**src/hw/cid_cfg.svh**
```systemverilog
`ifndef CID_CFG_SVH
`define CID_CFG_SVH
// Register byte offsets on the AXI4-Lite slave
`define CID_OFF_INSTR 8'h00
`define CID_OFF_SECOND 8'h04
`define CID_OFF_CTRL 8'h08
`define CID_OFF_FIELDS 8'h0C
`define CID_OFF_OPER 8'h10
`define CID_OFF_TARGET 8'h14
`define CID_OFF_PROGRAM_TABLE_POINTER 8'h18
`define CID_OFF_STATUS 8'h1C
// Control register bit positions
`define CID_CTRL_GO 0
`define CID_CTRL_BANK_LSB 4
`define CID_CTRL_COND_LSB 8
`define CID_CTRL_PORT 12
`define CID_CTRL_PSA 13
`define CID_CTRL_TIMER_ZERO_COUNT 14
// Reset values
`define CID_RST_PROGRAM_TABLE_POINTER 21'h000000
`define CID_RST_BANK 4'h0
// Opcode field positions
`define CID_DEST_BIT 9
`define CID_ACC_BIT 8
`define CID_SECOND_PREFIX 4'hF
`define CID_REG_TO_REG_MOVE_OPC 4'hC
// Oscillator periods per instruction cycle
`define CID_Q_PER_CYCLE 4
`endif

```
**src/hw/cid_pkg.sv**
```systemverilog
package cid_pkg;
  typedef enum logic [4:0] {
    CID_OP_NOP = 5'h00,
    CID_OP_ADDC = 5'h01,
    CID_OP_ADD = 5'h02,
    CID_OP_BYTE = 5'h03,
    CID_OP_CPSKIP = 5'h04,
    CID_OP_BCLR = 5'h05,
    CID_OP_BSET = 5'h06,
    CID_OP_BTSC = 5'h07,
    CID_OP_BTSS = 5'h08,
    CID_OP_BTOG = 5'h09,
    CID_OP_BCOND = 5'h0A,
    CID_OP_BRA = 5'h0B,
    CID_OP_RELATIVE_SUBROUTINE_JUMP = 5'h0C,
    CID_OP_CALL = 5'h0D,
    CID_OP_GOTO = 5'h0E,
    CID_OP_REG_TO_REG_MOVE = 5'h0F,
    CID_OP_WDT = 5'h10,
    CID_OP_SLEEP = 5'h11,
    CID_OP_RETURN_FROM_IRQ = 5'h12,
    CID_OP_RETURN = 5'h13,
    CID_OP_LIT = 5'h14,
    CID_OP_TBL = 5'h15
  } cid_op_e;
  typedef enum logic [1:0] {
    CID_TM_NONE = 2'b00,
    CID_TM_POSTINC = 2'b01,
    CID_TM_POSTDEC = 2'b10,
    CID_TM_PREINC = 2'b11
  } cid_tmode_e;
  typedef enum logic [1:0] {
    CID_ST_IDLE = 2'b00,
    CID_ST_EXEC = 2'b01,
    CID_ST_DONE = 2'b10
  } cid_state_e;
endpackage

```
**src/hw/cid_decoder.sv**
```systemverilog
`include "cid_cfg.svh"
// Contract
// - Access bit picks access RAM or bank
// - Destination bit picks accumulator or file register
// - Three-bit field names bit zero to seven
// - Low byte is file address or pointer
// - Two-word move carries twelve-bit addresses
// - Table pointer 21 bits, four modes
// - Fast bit selects shadow save/restore
// - Lone 1111 second word is no-op
// - PC change or true test costs two; true skip tests take one cycle here
// - Port self-modify reads pin levels
// - Timer zero write clears its prescaler
// - Started table write runs to completion
// - Byte format: opcode, d, a, f
// - Literal format: opcode, eight-bit immediate
// - Absolute target is twenty bits, two words
// - Relative offsets eleven or eight bits signed
// - Conditional branch codes, one or two cycles
// - Add decodes and flags C DC Z OV N
// - Compare-skip, no flags, may skip
// - Bit operation nibbles, no flags changed
// - Watchdog kick and standby words
// - Return encodings, two cycles, fast bit
// - Four oscillator periods per instruction cycle
module cid_decoder
  import cid_pkg::*;
#(
  parameter int TBL_WIDTH = 21,
  parameter int Q_PER_CYCLE = `CID_Q_PER_CYCLE
) (
  input wire logic clk_i,
  input wire logic reset_n_i,
  input wire logic [7:0] s_axi_awaddr,
  input wire logic s_axi_awvalid,
  output logic s_axi_awready,
  input wire logic [31:0] s_axi_wdata,
  input wire logic [3:0] s_axi_wstrb,
  input wire logic s_axi_wvalid,
  output logic s_axi_wready,
  output logic [1:0] s_axi_bresp,
  output logic s_axi_bvalid,
  input wire logic s_axi_bready,
  input wire logic [7:0] s_axi_araddr,
  input wire logic s_axi_arvalid,
  output logic s_axi_arready,
  output logic [31:0] s_axi_rdata,
  output logic [1:0] s_axi_rresp,
  output logic s_axi_rvalid,
  input wire logic s_axi_rready
);

  // Pointer logic is sized for 21 bits and the phase counter holds at most 15
  if (TBL_WIDTH != 21 || Q_PER_CYCLE < 1 || Q_PER_CYCLE > 15) begin : g_param_check
    $error("cid_decoder: unsupported parameter values");
  end

  logic [15:0] instr_q;
  logic [15:0] second_q;
  logic [3:0] bank_q;
  logic [2:0] cond_q;
  logic port_q, psa_q, timer_zero_count_q;
  logic go;
  logic aw_seen_q, w_seen_q;
  logic [7:0] awaddr_q;
  logic [31:0] wdata_q;
  logic [3:0] wstrb_q;
  logic wr_fire;

  // Write channel: address and data taken in either order, response after both
  assign s_axi_awready = !aw_seen_q && !s_axi_bvalid;
  assign s_axi_wready = !w_seen_q && !s_axi_bvalid;
  assign wr_fire = aw_seen_q && w_seen_q && !s_axi_bvalid;

  always_ff @(posedge clk_i) begin
    if (!reset_n_i) begin
      aw_seen_q <= 1'b0;
      w_seen_q <= 1'b0;
      awaddr_q <= 8'h00;
      wdata_q <= 32'h0000_0000;
      wstrb_q <= 4'h0;
      s_axi_bvalid <= 1'b0;
      s_axi_bresp <= 2'b00;
    end else begin
      if (s_axi_awvalid && s_axi_awready) begin
        aw_seen_q <= 1'b1;
        awaddr_q <= s_axi_awaddr;
      end
      if (s_axi_wvalid && s_axi_wready) begin
        w_seen_q <= 1'b1;
        wdata_q <= s_axi_wdata;
        wstrb_q <= s_axi_wstrb;
      end
      if (wr_fire) begin
        aw_seen_q <= 1'b0;
        w_seen_q <= 1'b0;
        s_axi_bvalid <= 1'b1;
        case (awaddr_q)
          `CID_OFF_INSTR, `CID_OFF_SECOND, `CID_OFF_CTRL: s_axi_bresp <= 2'b00;
          default: s_axi_bresp <= 2'b10;
        endcase
      end else if (s_axi_bvalid && s_axi_bready) begin
        s_axi_bvalid <= 1'b0;
      end
    end
  end

  // Launch one cycle after the control write, so the decode sees the fields it wrote
  logic go_q;
  always_ff @(posedge clk_i) begin
    if (!reset_n_i) begin
      go_q <= 1'b0;
    end else begin
      go_q <= wr_fire && awaddr_q == `CID_OFF_CTRL && wstrb_q[0] && wdata_q[`CID_CTRL_GO];
    end
  end
  assign go = go_q;

  // Writable registers
  always_ff @(posedge clk_i) begin
    if (!reset_n_i) begin
      instr_q <= 16'h0000;
      second_q <= 16'h0000;
      bank_q <= `CID_RST_BANK;
      cond_q <= 3'h0;
      port_q <= 1'b0;
      psa_q <= 1'b0;
      timer_zero_count_q <= 1'b0;
    end else if (wr_fire) begin
      if (awaddr_q == `CID_OFF_INSTR) begin
        if (wstrb_q[0]) instr_q[7:0] <= wdata_q[7:0];
        if (wstrb_q[1]) instr_q[15:8] <= wdata_q[15:8];
      end
      if (awaddr_q == `CID_OFF_SECOND) begin
        if (wstrb_q[0]) second_q[7:0] <= wdata_q[7:0];
        if (wstrb_q[1]) second_q[15:8] <= wdata_q[15:8];
      end
      if (awaddr_q == `CID_OFF_CTRL) begin
        if (wstrb_q[0]) bank_q <= wdata_q[`CID_CTRL_BANK_LSB +: 4];
        if (wstrb_q[1]) begin
          cond_q <= wdata_q[`CID_CTRL_COND_LSB +: 3];
          port_q <= wdata_q[`CID_CTRL_PORT];
          psa_q <= wdata_q[`CID_CTRL_PSA];
          timer_zero_count_q <= wdata_q[`CID_CTRL_TIMER_ZERO_COUNT];
        end
      end
    end
  end

  // Combinational decode of the held instruction word
  cid_op_e op;
  logic [2:0] cyc_base, cyc_taken;
  logic flags_arith, flags_none, wdt_flags, two_word, pc_change;
  logic [3:0] hi4;
  logic [7:0] hi8;
  assign hi4 = instr_q[15:12];
  assign hi8 = instr_q[15:8];
  always_comb begin
    op = CID_OP_NOP;
    cyc_base = 3'd1;
    cyc_taken = 3'd1;
    flags_arith = 1'b0;
    flags_none = 1'b1;
    wdt_flags = 1'b0;
    two_word = 1'b0;
    pc_change = 1'b0;
    if (instr_q[15:10] == 6'b001000) begin
      op = CID_OP_ADDC;
      flags_arith = 1'b1;
      flags_none = 1'b0;
    end else if (instr_q[15:10] == 6'b001001) begin
      op = CID_OP_ADD;
      flags_arith = 1'b1;
      flags_none = 1'b0;
    end else if (instr_q[15:11] == 5'b01100 && instr_q[10:9] != 2'b11) begin
      op = CID_OP_CPSKIP; // Compare with accumulator
      cyc_taken = 3'd2;
    end else if (hi4 == 4'h9) begin
      op = CID_OP_BCLR;
    end else if (hi4 == 4'h8) begin
      op = CID_OP_BSET;
    end else if (hi4 == 4'hB) begin
      op = CID_OP_BTSC;
      cyc_taken = 3'd2;
    end else if (hi4 == 4'hA) begin
      op = CID_OP_BTSS;
      cyc_taken = 3'd2;
    end else if (hi4 == 4'h7) begin
      op = CID_OP_BTOG;
    end else if (instr_q[15:11] == 5'b11100) begin
      op = CID_OP_BCOND;
      cyc_taken = 3'd2;
    end else if (instr_q[15:11] == 5'b11010) begin
      op = CID_OP_BRA; // Always changes the counter
      cyc_base = 3'd2;
      cyc_taken = 3'd2;
      pc_change = 1'b1;
    end else if (instr_q[15:11] == 5'b11011) begin
      op = CID_OP_RELATIVE_SUBROUTINE_JUMP;
      cyc_base = 3'd2;
      cyc_taken = 3'd2;
      pc_change = 1'b1;
    end else if (instr_q[15:9] == 7'b1110110) begin
      op = CID_OP_CALL;
      cyc_base = 3'd2;
      cyc_taken = 3'd2;
      two_word = 1'b1;
      pc_change = 1'b1;
    end else if (hi8 == 8'hEF) begin
      op = CID_OP_GOTO;
      cyc_base = 3'd2;
      cyc_taken = 3'd2;
      two_word = 1'b1;
      pc_change = 1'b1;
    end else if (hi4 == `CID_REG_TO_REG_MOVE_OPC) begin
      op = CID_OP_REG_TO_REG_MOVE;
      cyc_base = 3'd2;
      cyc_taken = 3'd2;
      two_word = 1'b1;
    end else if (instr_q == 16'h0004) begin
      op = CID_OP_WDT;
      wdt_flags = 1'b1;
      flags_none = 1'b0;
    end else if (instr_q == 16'h0003) begin
      op = CID_OP_SLEEP;
      wdt_flags = 1'b1;
      flags_none = 1'b0;
    end else if (instr_q[15:1] == 15'h0008) begin
      op = CID_OP_RETURN_FROM_IRQ;
      cyc_base = 3'd2;
      cyc_taken = 3'd2;
      pc_change = 1'b1;
    end else if (instr_q[15:1] == 15'h0009) begin
      op = CID_OP_RETURN;
      cyc_base = 3'd2;
      cyc_taken = 3'd2;
      pc_change = 1'b1;
    end else if (instr_q[15:2] == 14'h0002) begin
      op = CID_OP_TBL; // Table read
      cyc_base = 3'd2;
      cyc_taken = 3'd2;
    end else if (instr_q[15:2] == 14'h0003) begin
      op = CID_OP_TBL; // Table write
      cyc_base = 3'd2;
      cyc_taken = 3'd2;
    end else if (hi8 == 8'h0E || hi8 == 8'h0F || hi8 == 8'h0B) begin
      op = CID_OP_LIT;
    end else if (hi4 == 4'h1 || hi4 == 4'h2 || hi4 == 4'h3 || hi4 == 4'h4
                 || hi4 == 4'h5 || instr_q[15:10] == 6'b000001) begin
      op = CID_OP_BYTE;
    end
    // Anything else, including a lone 1111 second word, stays a no-op
  end

  // Operand fields
  logic dest_file, use_bank;
  logic [2:0] bit_pos;
  logic [7:0] faddr;
  logic [11:0] src12, dst12;
  logic [19:0] abs_tgt;
  logic [20:0] rel_tgt;
  logic fast;
  assign dest_file = instr_q[`CID_DEST_BIT];
  assign use_bank = instr_q[`CID_ACC_BIT];
  assign bit_pos = instr_q[11:9];
  assign faddr = instr_q[7:0];
  assign src12 = instr_q[11:0];
  assign dst12 = second_q[11:0];
  assign abs_tgt = {second_q[11:0], instr_q[7:0]};
  assign fast = op == CID_OP_CALL ? instr_q[8] :
                ((op == CID_OP_RETURN_FROM_IRQ || op == CID_OP_RETURN) ? instr_q[0] : 1'b0);
  // Sign-extended word offset per branch family
  assign rel_tgt = op == CID_OP_BCOND ? {{13{instr_q[7]}}, instr_q[7:0]} :
                   {{10{instr_q[10]}}, instr_q[10:0]};

  // Bank address: access RAM ignores the bank selector
  logic [11:0] ram_addr;
  assign ram_addr = use_bank ? {bank_q, faddr} :
                    (faddr[7] ? {4'hF, faddr} : {4'h0, faddr});

  // Condition test for the eight branch codes
  logic cond_true;
  always_comb begin
    unique case (instr_q[10:8])
      3'b000: cond_true = cond_q[0];
      3'b001: cond_true = !cond_q[0];
      3'b010: cond_true = cond_q[1];
      3'b011: cond_true = !cond_q[1];
      3'b100: cond_true = cond_q[2];
      3'b101: cond_true = !cond_q[2];
      3'b110: cond_true = cond_q[0] && cond_q[1];
      3'b111: cond_true = !(cond_q[0] && cond_q[1]);
    endcase
  end

  // Execution timing: Q phases via a one-cycle enable, instruction cycles counted
  cid_state_e state_q;
  logic [3:0] q_cnt_q;
  logic [2:0] icyc_q, cycles_q;
  logic q_tick;
  logic [TBL_WIDTH-1:0] program_table_pointer_q;
  logic tbl_wr_busy_q, irq_reen_q, port_src_q, clr_presc_q;
  assign q_tick = q_cnt_q == 4'(Q_PER_CYCLE - 1);
  always_ff @(posedge clk_i) begin
    if (!reset_n_i) begin
      state_q <= CID_ST_IDLE;
      q_cnt_q <= 4'h0;
      icyc_q <= 3'd0;
      cycles_q <= 3'd0;
    end else begin
      unique case (state_q)
        CID_ST_IDLE, CID_ST_DONE: begin
          q_cnt_q <= 4'h0;
          icyc_q <= 3'd0;
          if (go) begin
            state_q <= CID_ST_EXEC;
            // Taken conditional branch or counter change adds a no-op cycle
            cycles_q <= (op == CID_OP_BCOND && cond_true) ? cyc_taken : cyc_base;
          end
        end
        CID_ST_EXEC: begin
          q_cnt_q <= q_tick ? 4'h0 : q_cnt_q + 4'h1;
          if (q_tick) begin
            icyc_q <= icyc_q + 3'd1;
            if (icyc_q + 3'd1 == cycles_q) state_q <= CID_ST_DONE;
          end
        end
        default: state_q <= CID_ST_IDLE;
      endcase
    end
  end

  // Byte-oriented writes back to the file, adds included, may hit a port or the timer
  logic file_write_op;
  assign file_write_op = dest_file && (op inside {CID_OP_BYTE, CID_OP_ADD, CID_OP_ADDC});

  // Side effects: table pointer modes, write completion, irq, port and prescaler
  always_ff @(posedge clk_i) begin
    if (!reset_n_i) begin
      program_table_pointer_q <= `CID_RST_PROGRAM_TABLE_POINTER;
      tbl_wr_busy_q <= 1'b0;
      irq_reen_q <= 1'b0;
      port_src_q <= 1'b0;
      clr_presc_q <= 1'b0;
    end else begin
      if (go && op == CID_OP_TBL) begin
        unique case (cid_tmode_e'(instr_q[1:0]))
          CID_TM_NONE: program_table_pointer_q <= program_table_pointer_q;
          CID_TM_POSTINC, CID_TM_PREINC: program_table_pointer_q <= program_table_pointer_q + 21'd1;
          CID_TM_POSTDEC: program_table_pointer_q <= program_table_pointer_q - 21'd1;
        endcase
        // A started write is never cut short by the next decode
        if (instr_q[2]) tbl_wr_busy_q <= 1'b1;
      end else if (tbl_wr_busy_q && state_q == CID_ST_DONE) begin
        tbl_wr_busy_q <= 1'b0;
      end
      if (go) begin
        irq_reen_q <= op == CID_OP_RETURN_FROM_IRQ;
        port_src_q <= port_q && file_write_op;
        clr_presc_q <= timer_zero_count_q && psa_q && file_write_op;
      end
    end
  end

  // Read channel
  logic [31:0] rd_word;
  logic rd_ok;
  always_comb begin
    rd_ok = 1'b1;
    unique case (s_axi_araddr)
      `CID_OFF_INSTR: rd_word = {16'h0000, instr_q};
      `CID_OFF_SECOND: rd_word = {16'h0000, second_q};
      `CID_OFF_CTRL: rd_word = {17'h0, timer_zero_count_q, psa_q, port_q, 1'b0, cond_q, bank_q, 4'h0};
      `CID_OFF_FIELDS: rd_word = {7'h00, ram_addr, faddr, bit_pos, dest_file, use_bank};
      `CID_OFF_OPER: rd_word = {src12, dst12, 1'b0, two_word, pc_change, op};
      `CID_OFF_TARGET: rd_word = op inside {CID_OP_BCOND, CID_OP_BRA, CID_OP_RELATIVE_SUBROUTINE_JUMP} ?
                                 {11'h0, rel_tgt} : {12'h0, abs_tgt};
      `CID_OFF_PROGRAM_TABLE_POINTER: rd_word = {11'h0, program_table_pointer_q};
      `CID_OFF_STATUS: rd_word = {16'h0, fast, clr_presc_q, port_src_q, irq_reen_q,
                                  tbl_wr_busy_q, wdt_flags, flags_none, flags_arith,
                                  cycles_q, cond_true, state_q, 2'b00};
      default: begin
        rd_word = 32'h0000_0000;
        rd_ok = 1'b0;
      end
    endcase
  end
  assign s_axi_arready = !s_axi_rvalid;
  always_ff @(posedge clk_i) begin
    if (!reset_n_i) begin
      s_axi_rvalid <= 1'b0;
      s_axi_rdata <= 32'h0000_0000;
      s_axi_rresp <= 2'b00;
    end else if (s_axi_arvalid && s_axi_arready) begin
      s_axi_rvalid <= 1'b1;
      s_axi_rdata <= rd_word;
      s_axi_rresp <= rd_ok ? 2'b00 : 2'b10;
    end else if (s_axi_rready) begin
      s_axi_rvalid <= 1'b0;
    end
  end

  // Checks
  a_bank_select: assert property (@(posedge clk_i) disable iff (!reset_n_i)
    !use_bank |-> ram_addr[11:8] == 4'h0 || ram_addr[11:8] == 4'hF) else $error("bank leak");
  a_dest_field: assert property (@(posedge clk_i) disable iff (!reset_n_i)
    dest_file == instr_q[9]) else $error("dest bit wrong");
  a_add_flags: assert property (@(posedge clk_i) disable iff (!reset_n_i)
    instr_q[15:11] == 5'b00100 |-> flags_arith) else $error("add flags missing");
  a_bit_noflag: assert property (@(posedge clk_i) disable iff (!reset_n_i)
    (op inside {CID_OP_BSET, CID_OP_BCLR, CID_OP_BTOG}) |-> !flags_arith && flags_none)
    else $error("bit op flags");
  a_lone_second: assert property (@(posedge clk_i) disable iff (!reset_n_i)
    hi4 == `CID_SECOND_PREFIX |-> op == CID_OP_NOP) else $error("second word not nop");
  a_taken_two: assert property (@(posedge clk_i) disable iff (!reset_n_i)
    go && op == CID_OP_BCOND && cond_true |=> cycles_q == 3'd2) else $error("taken cycles");
  a_q_length: assert property (@(posedge clk_i) disable iff (!reset_n_i)
    state_q == CID_ST_EXEC && $rose(state_q == CID_ST_EXEC) && cycles_q == 3'd1
    |-> ##4 state_q == CID_ST_DONE) else $error("cycle length");
  a_watchdog_word: assert property (@(posedge clk_i) disable iff (!reset_n_i)
    instr_q == 16'h0004 |-> op == CID_OP_WDT && wdt_flags) else $error("watchdog decode");
  a_ret_cycles: assert property (@(posedge clk_i) disable iff (!reset_n_i)
    go && op == CID_OP_RETURN |=> cycles_q == 3'd2) else $error("return cycles");
  c_branch_taken: cover property (@(posedge clk_i) go && op == CID_OP_BCOND && cond_true);
  c_table_write: cover property (@(posedge clk_i) go && op == CID_OP_TBL && instr_q[2]);
  c_move_two: cover property (@(posedge clk_i) go && op == CID_OP_REG_TO_REG_MOVE);
endmodule

```
**config.mk**
```make
export PLATFORM = sky130hd
export DESIGN_NAME = cid_decoder
export DESIGN_NICKNAME = d
export VERILOG_FILES = /design/src/hw/cid_pkg.sv /design/src/hw/cid_decoder.sv
export VERILOG_INCLUDE_DIRS = /design/src /design/src/hw
export SDC_FILE = /design/constraint.sdc
export NUM_CORES = 1
export LEC_CHECK = 0
export ABC_AREA = 1
export BUFFER_PORTS_ARGS = -buffer_cell sky130_fd_sc_hd__buf_4
export CAP_MARGIN = 20
export CORE_UTILIZATION = 43
export CTS_BUF_LIST = sky130_fd_sc_hd__clkbuf_4 sky130_fd_sc_hd__clkbuf_8
export DETAILED_ROUTE_END_ITERATION = 8
export GPL_ROUTABILITY_DRIVEN = 0
export PLACE_DENSITY = 0.73
export SYNTH_ARGS = -nofsm -noshare
export SYNTH_HDL_FRONTEND = slang
export SYNTH_SLANG_ARGS = --single-unit
```
**constraint.sdc**
```tcl
create_clock -name clk_i -period 3.6 [get_ports clk_i]
set_input_delay 0.54 -clock clk_i [delete_from_list [all_inputs] [get_ports clk_i]]
set_output_delay 0.54 -clock clk_i [all_outputs]
set_load 0.05 [all_outputs]
```
==> impl_metrics.yaml <==
run_status:
  outcome: "finished clean"
worst_setup_path:
  ff2ff_setup_slack_ps: 660
  worstPathMaxFanout: 21
  cp.required_ps: 3990
  path_class: "reg2reg"
  crit_path_end_kind: "register"
  start_kind: "register"
  worstPathArrival_ps: 3330
finish:
  antenna_cells: 0
  final_cell_count_no_fill: 1494
  area_growth_pct: 15.0
  nets: 1334
  layout-drive-gt1-share_pct: 11.5
clock_tree:
  post-cts-setup-buffers: 0
  clock_latency_ps: 470
  cts_root_buffer: "clkbuf_8"
  clk_pin_slew_ps: 80
  holdBufCountCts: 0
  cts_resized: 0
  cts_tree: "built"
  numCtsBuffers: 17
  cts_buffer_depth: 2
  clock_sinks: 143
  cts_max_level: 4
synthesis:
  synth-edff-count: 0
  synth_xor_area_share_pct: 1.77
  synth_top_area_cell: "dfxtp_1"
  synth_top_family_by_area: "simple AND/OR/NAND/NOR gates"
  synth_cell_types: 48
  post_synth_mux_area_share_pct: 0
  synthArstFlopShare_pct: 0
  synth-compound-area-share_pct: 21.6
  synthTopCellsByCount: "nand2_1 (285), nor2_1 (152), dfxtp_1 (143), a21oi_1 (139), o21ai_0 (108)"
  synthAdderAreaFrac_pct: 3.58
  synth-main-ff-cell: "dfxtp_1"
  postSynthCellCount: 1191
  avgSynthCellArea_um2: 6.63
  synthSimpleGateAreaFrac_pct: 29.2
  ys_warn_count: 0
  syn-cell-area_um2: 7900
  yosys.cell_count.top_type: "nand2_1"
  yosys-top-cells-area: "dfxtp_1 (36%), nand2_1 (14%), a21oi_1 (8.8%)"
  ys_seq_area_share_pct: 36.3
  synth_top_area_share_pct: 36.3
  synth.ff_latch_count: 143
placed_design:
  hpwlAfterDp_um: 17800
  io_buffers: 79
  dp.cells: 1463
  pre_cts_ws_ps: 756
timing:
  post-route-period-util_pct: 81.7
  tightestPinTransition_ps: 813
  setup_tns_ps: 0
  hold_viol: 0
  fin_crit_ps: 2940
  setup_viol: 0
  fin_skew_ps: 12.5
  drv_slew: 0
  holdWs_ps: 323
  grt_setup_unrepaired: "no"
  slew_headroom_pct: 45.4
  fmax_ghz: 0.340
  fin_ws_ps: 658
power_and_ir_drop:
  design_power_total_mw: 3.39
  p_leak_nw: 3.83
  ir_drop_v: 0.000254
  power_density_nw_per_um2: 373
die:
  dieHeight_um: 138
  die_width_um: 138
  num_rows: 49
  core_area_um2: 18000
  start_util_pct: 44.0
  ios: 100
  dieArea_um2: 18900
global_routing:
  grtUsageTotal_pct: 25.8
  overflow: 0
  first_global_vias: 7487
  antenna_found_initial: 0
  grt_max_degree: 60
  grt_pass1_wl_um: 37700
route:
  via_per_inst: 5.63
  drtPass1Iterations: 8
  drt_iter0_markers: 830
  ant_nets: 0
  vias: 8417
  routed_wl_um: 23700
  drc: 0
  routedWlPerCell_um: 15.9
worst_hold_path:
  min_path_type: "in2reg"
flow_run:
  maxCapViolCount: 0
-- layout by cell type (no fill, tap or decap), types with 5 or more instances in the layout --
master,synthesis,routed
ha_1,21,21
inv_1,91,91
xnor2_1,5,5
nand3b_1,7,7
o21ai_1,9,9
o22ai_1,11,11
nor2_1,152,152
buf_4,6,87
clkinv_1,5,5
nand2_1,285,285
o211ai_1,11,11
a21oi_1,139,139
dfxtp_1,143,143
nand4_1,21,21
o21ai_0,108,108
nor3_1,16,16
clkbuf_8,0,18
nand3_1,47,47
nor2_2,7,7
inv_2,5,5
xor2_1,11,11
-- through the flow --
step | utilization [%] | instance area (um2)
after floorplan | - | 7900
after global placement | 48.0 | 8630
after detailed placement | 48.0 | 8630
after CTS | 50.5 | 9080
after global routing | 50.5 | 9080
final | 50.5 | 9080
-- kinds of logic after synthesis --
| group | after synthesis |
|---|---|
| AND/OR/NAND/NOR | 552 |
| adder cells (fa/ha/maj) | 22 |
| XOR/XNOR | 16 |
| buffers and inverters | 146 |
| other | 1 |
| flip-flops | 143 |
| AO/OA/AOI/OAI | 311 |
-- where the power goes --
part | switching [mW] | internal, mW
Combinational | 0.177 | 0.0894
Sequential | 0.0319 | 1.62
Clock | 0.677 | 0.788
-- worst paths after layout --
| path | from | endpoint | cells after the start |
|---|---|---|---|
| setup / recovery | instr_q[1] | program_table_pointer_q[14] | 15 |
| hold reg to reg | wstrb_q[0] | wstrb_q[0] | 2 |
| setup reg to reg | instr_q[1] | program_table_pointer_q[14] | 15 |
| hold / removal | s_axi_wdata[6] | wdata_q[6] | 3 |
-- critical path, stage by stage (launching register included) --
cell and delay (ps):
dfxtp_1 470, inv_1 150, nor2_1 110, buf_4 280, inv_1 90, fa_1 410, inv_1 100, nand3_1 70
nand2_1 130, a21boi_1 120, o21ai_0 420, nand2_1 110, nand2_1 100, nor2_1 40, nand3b_1 150, a21oi_1 120
-- final cells by class --
type / instances / area [um2]
fill: 1878 / 8880
multi-input combinational: 903 / 4450
sequential: 143 / 2860
timing repair buffer: 87 / 653
inverter: 101 / 379
tap: 229 / 287
clock buffer: 18 / 248
clock inverter: 13 / 203
-- metal layers --
metal | GRT usage [%] | share of wire, % | vias up | wire length (um)
met3 | 6.25 | 9.8 | 95 | 2330
met1 | 35.2 | 44 | 3751 | 10400
met2 | 37.6 | 42 | 472 | 9950
met5 | 0 | 0 | - | 0
li1 | - | - | 4099 | -
met4 | 13.1 | 4.2 | 0 | 998
-- flip-flops by register name, indices dropped and copies added (netlist names), 2 cells and up --
signal,count
wstrb_q,2
s_axi_rdata,32
awaddr_q,8
wdata_q,16
state_q,2
instr_q,16
icyc_q,3
bank_q,4
q_cnt_q,4
second_q,16
program_table_pointer_q,21
cond_q,3
cycles_q,2
(Power assumes the default switching activity.)
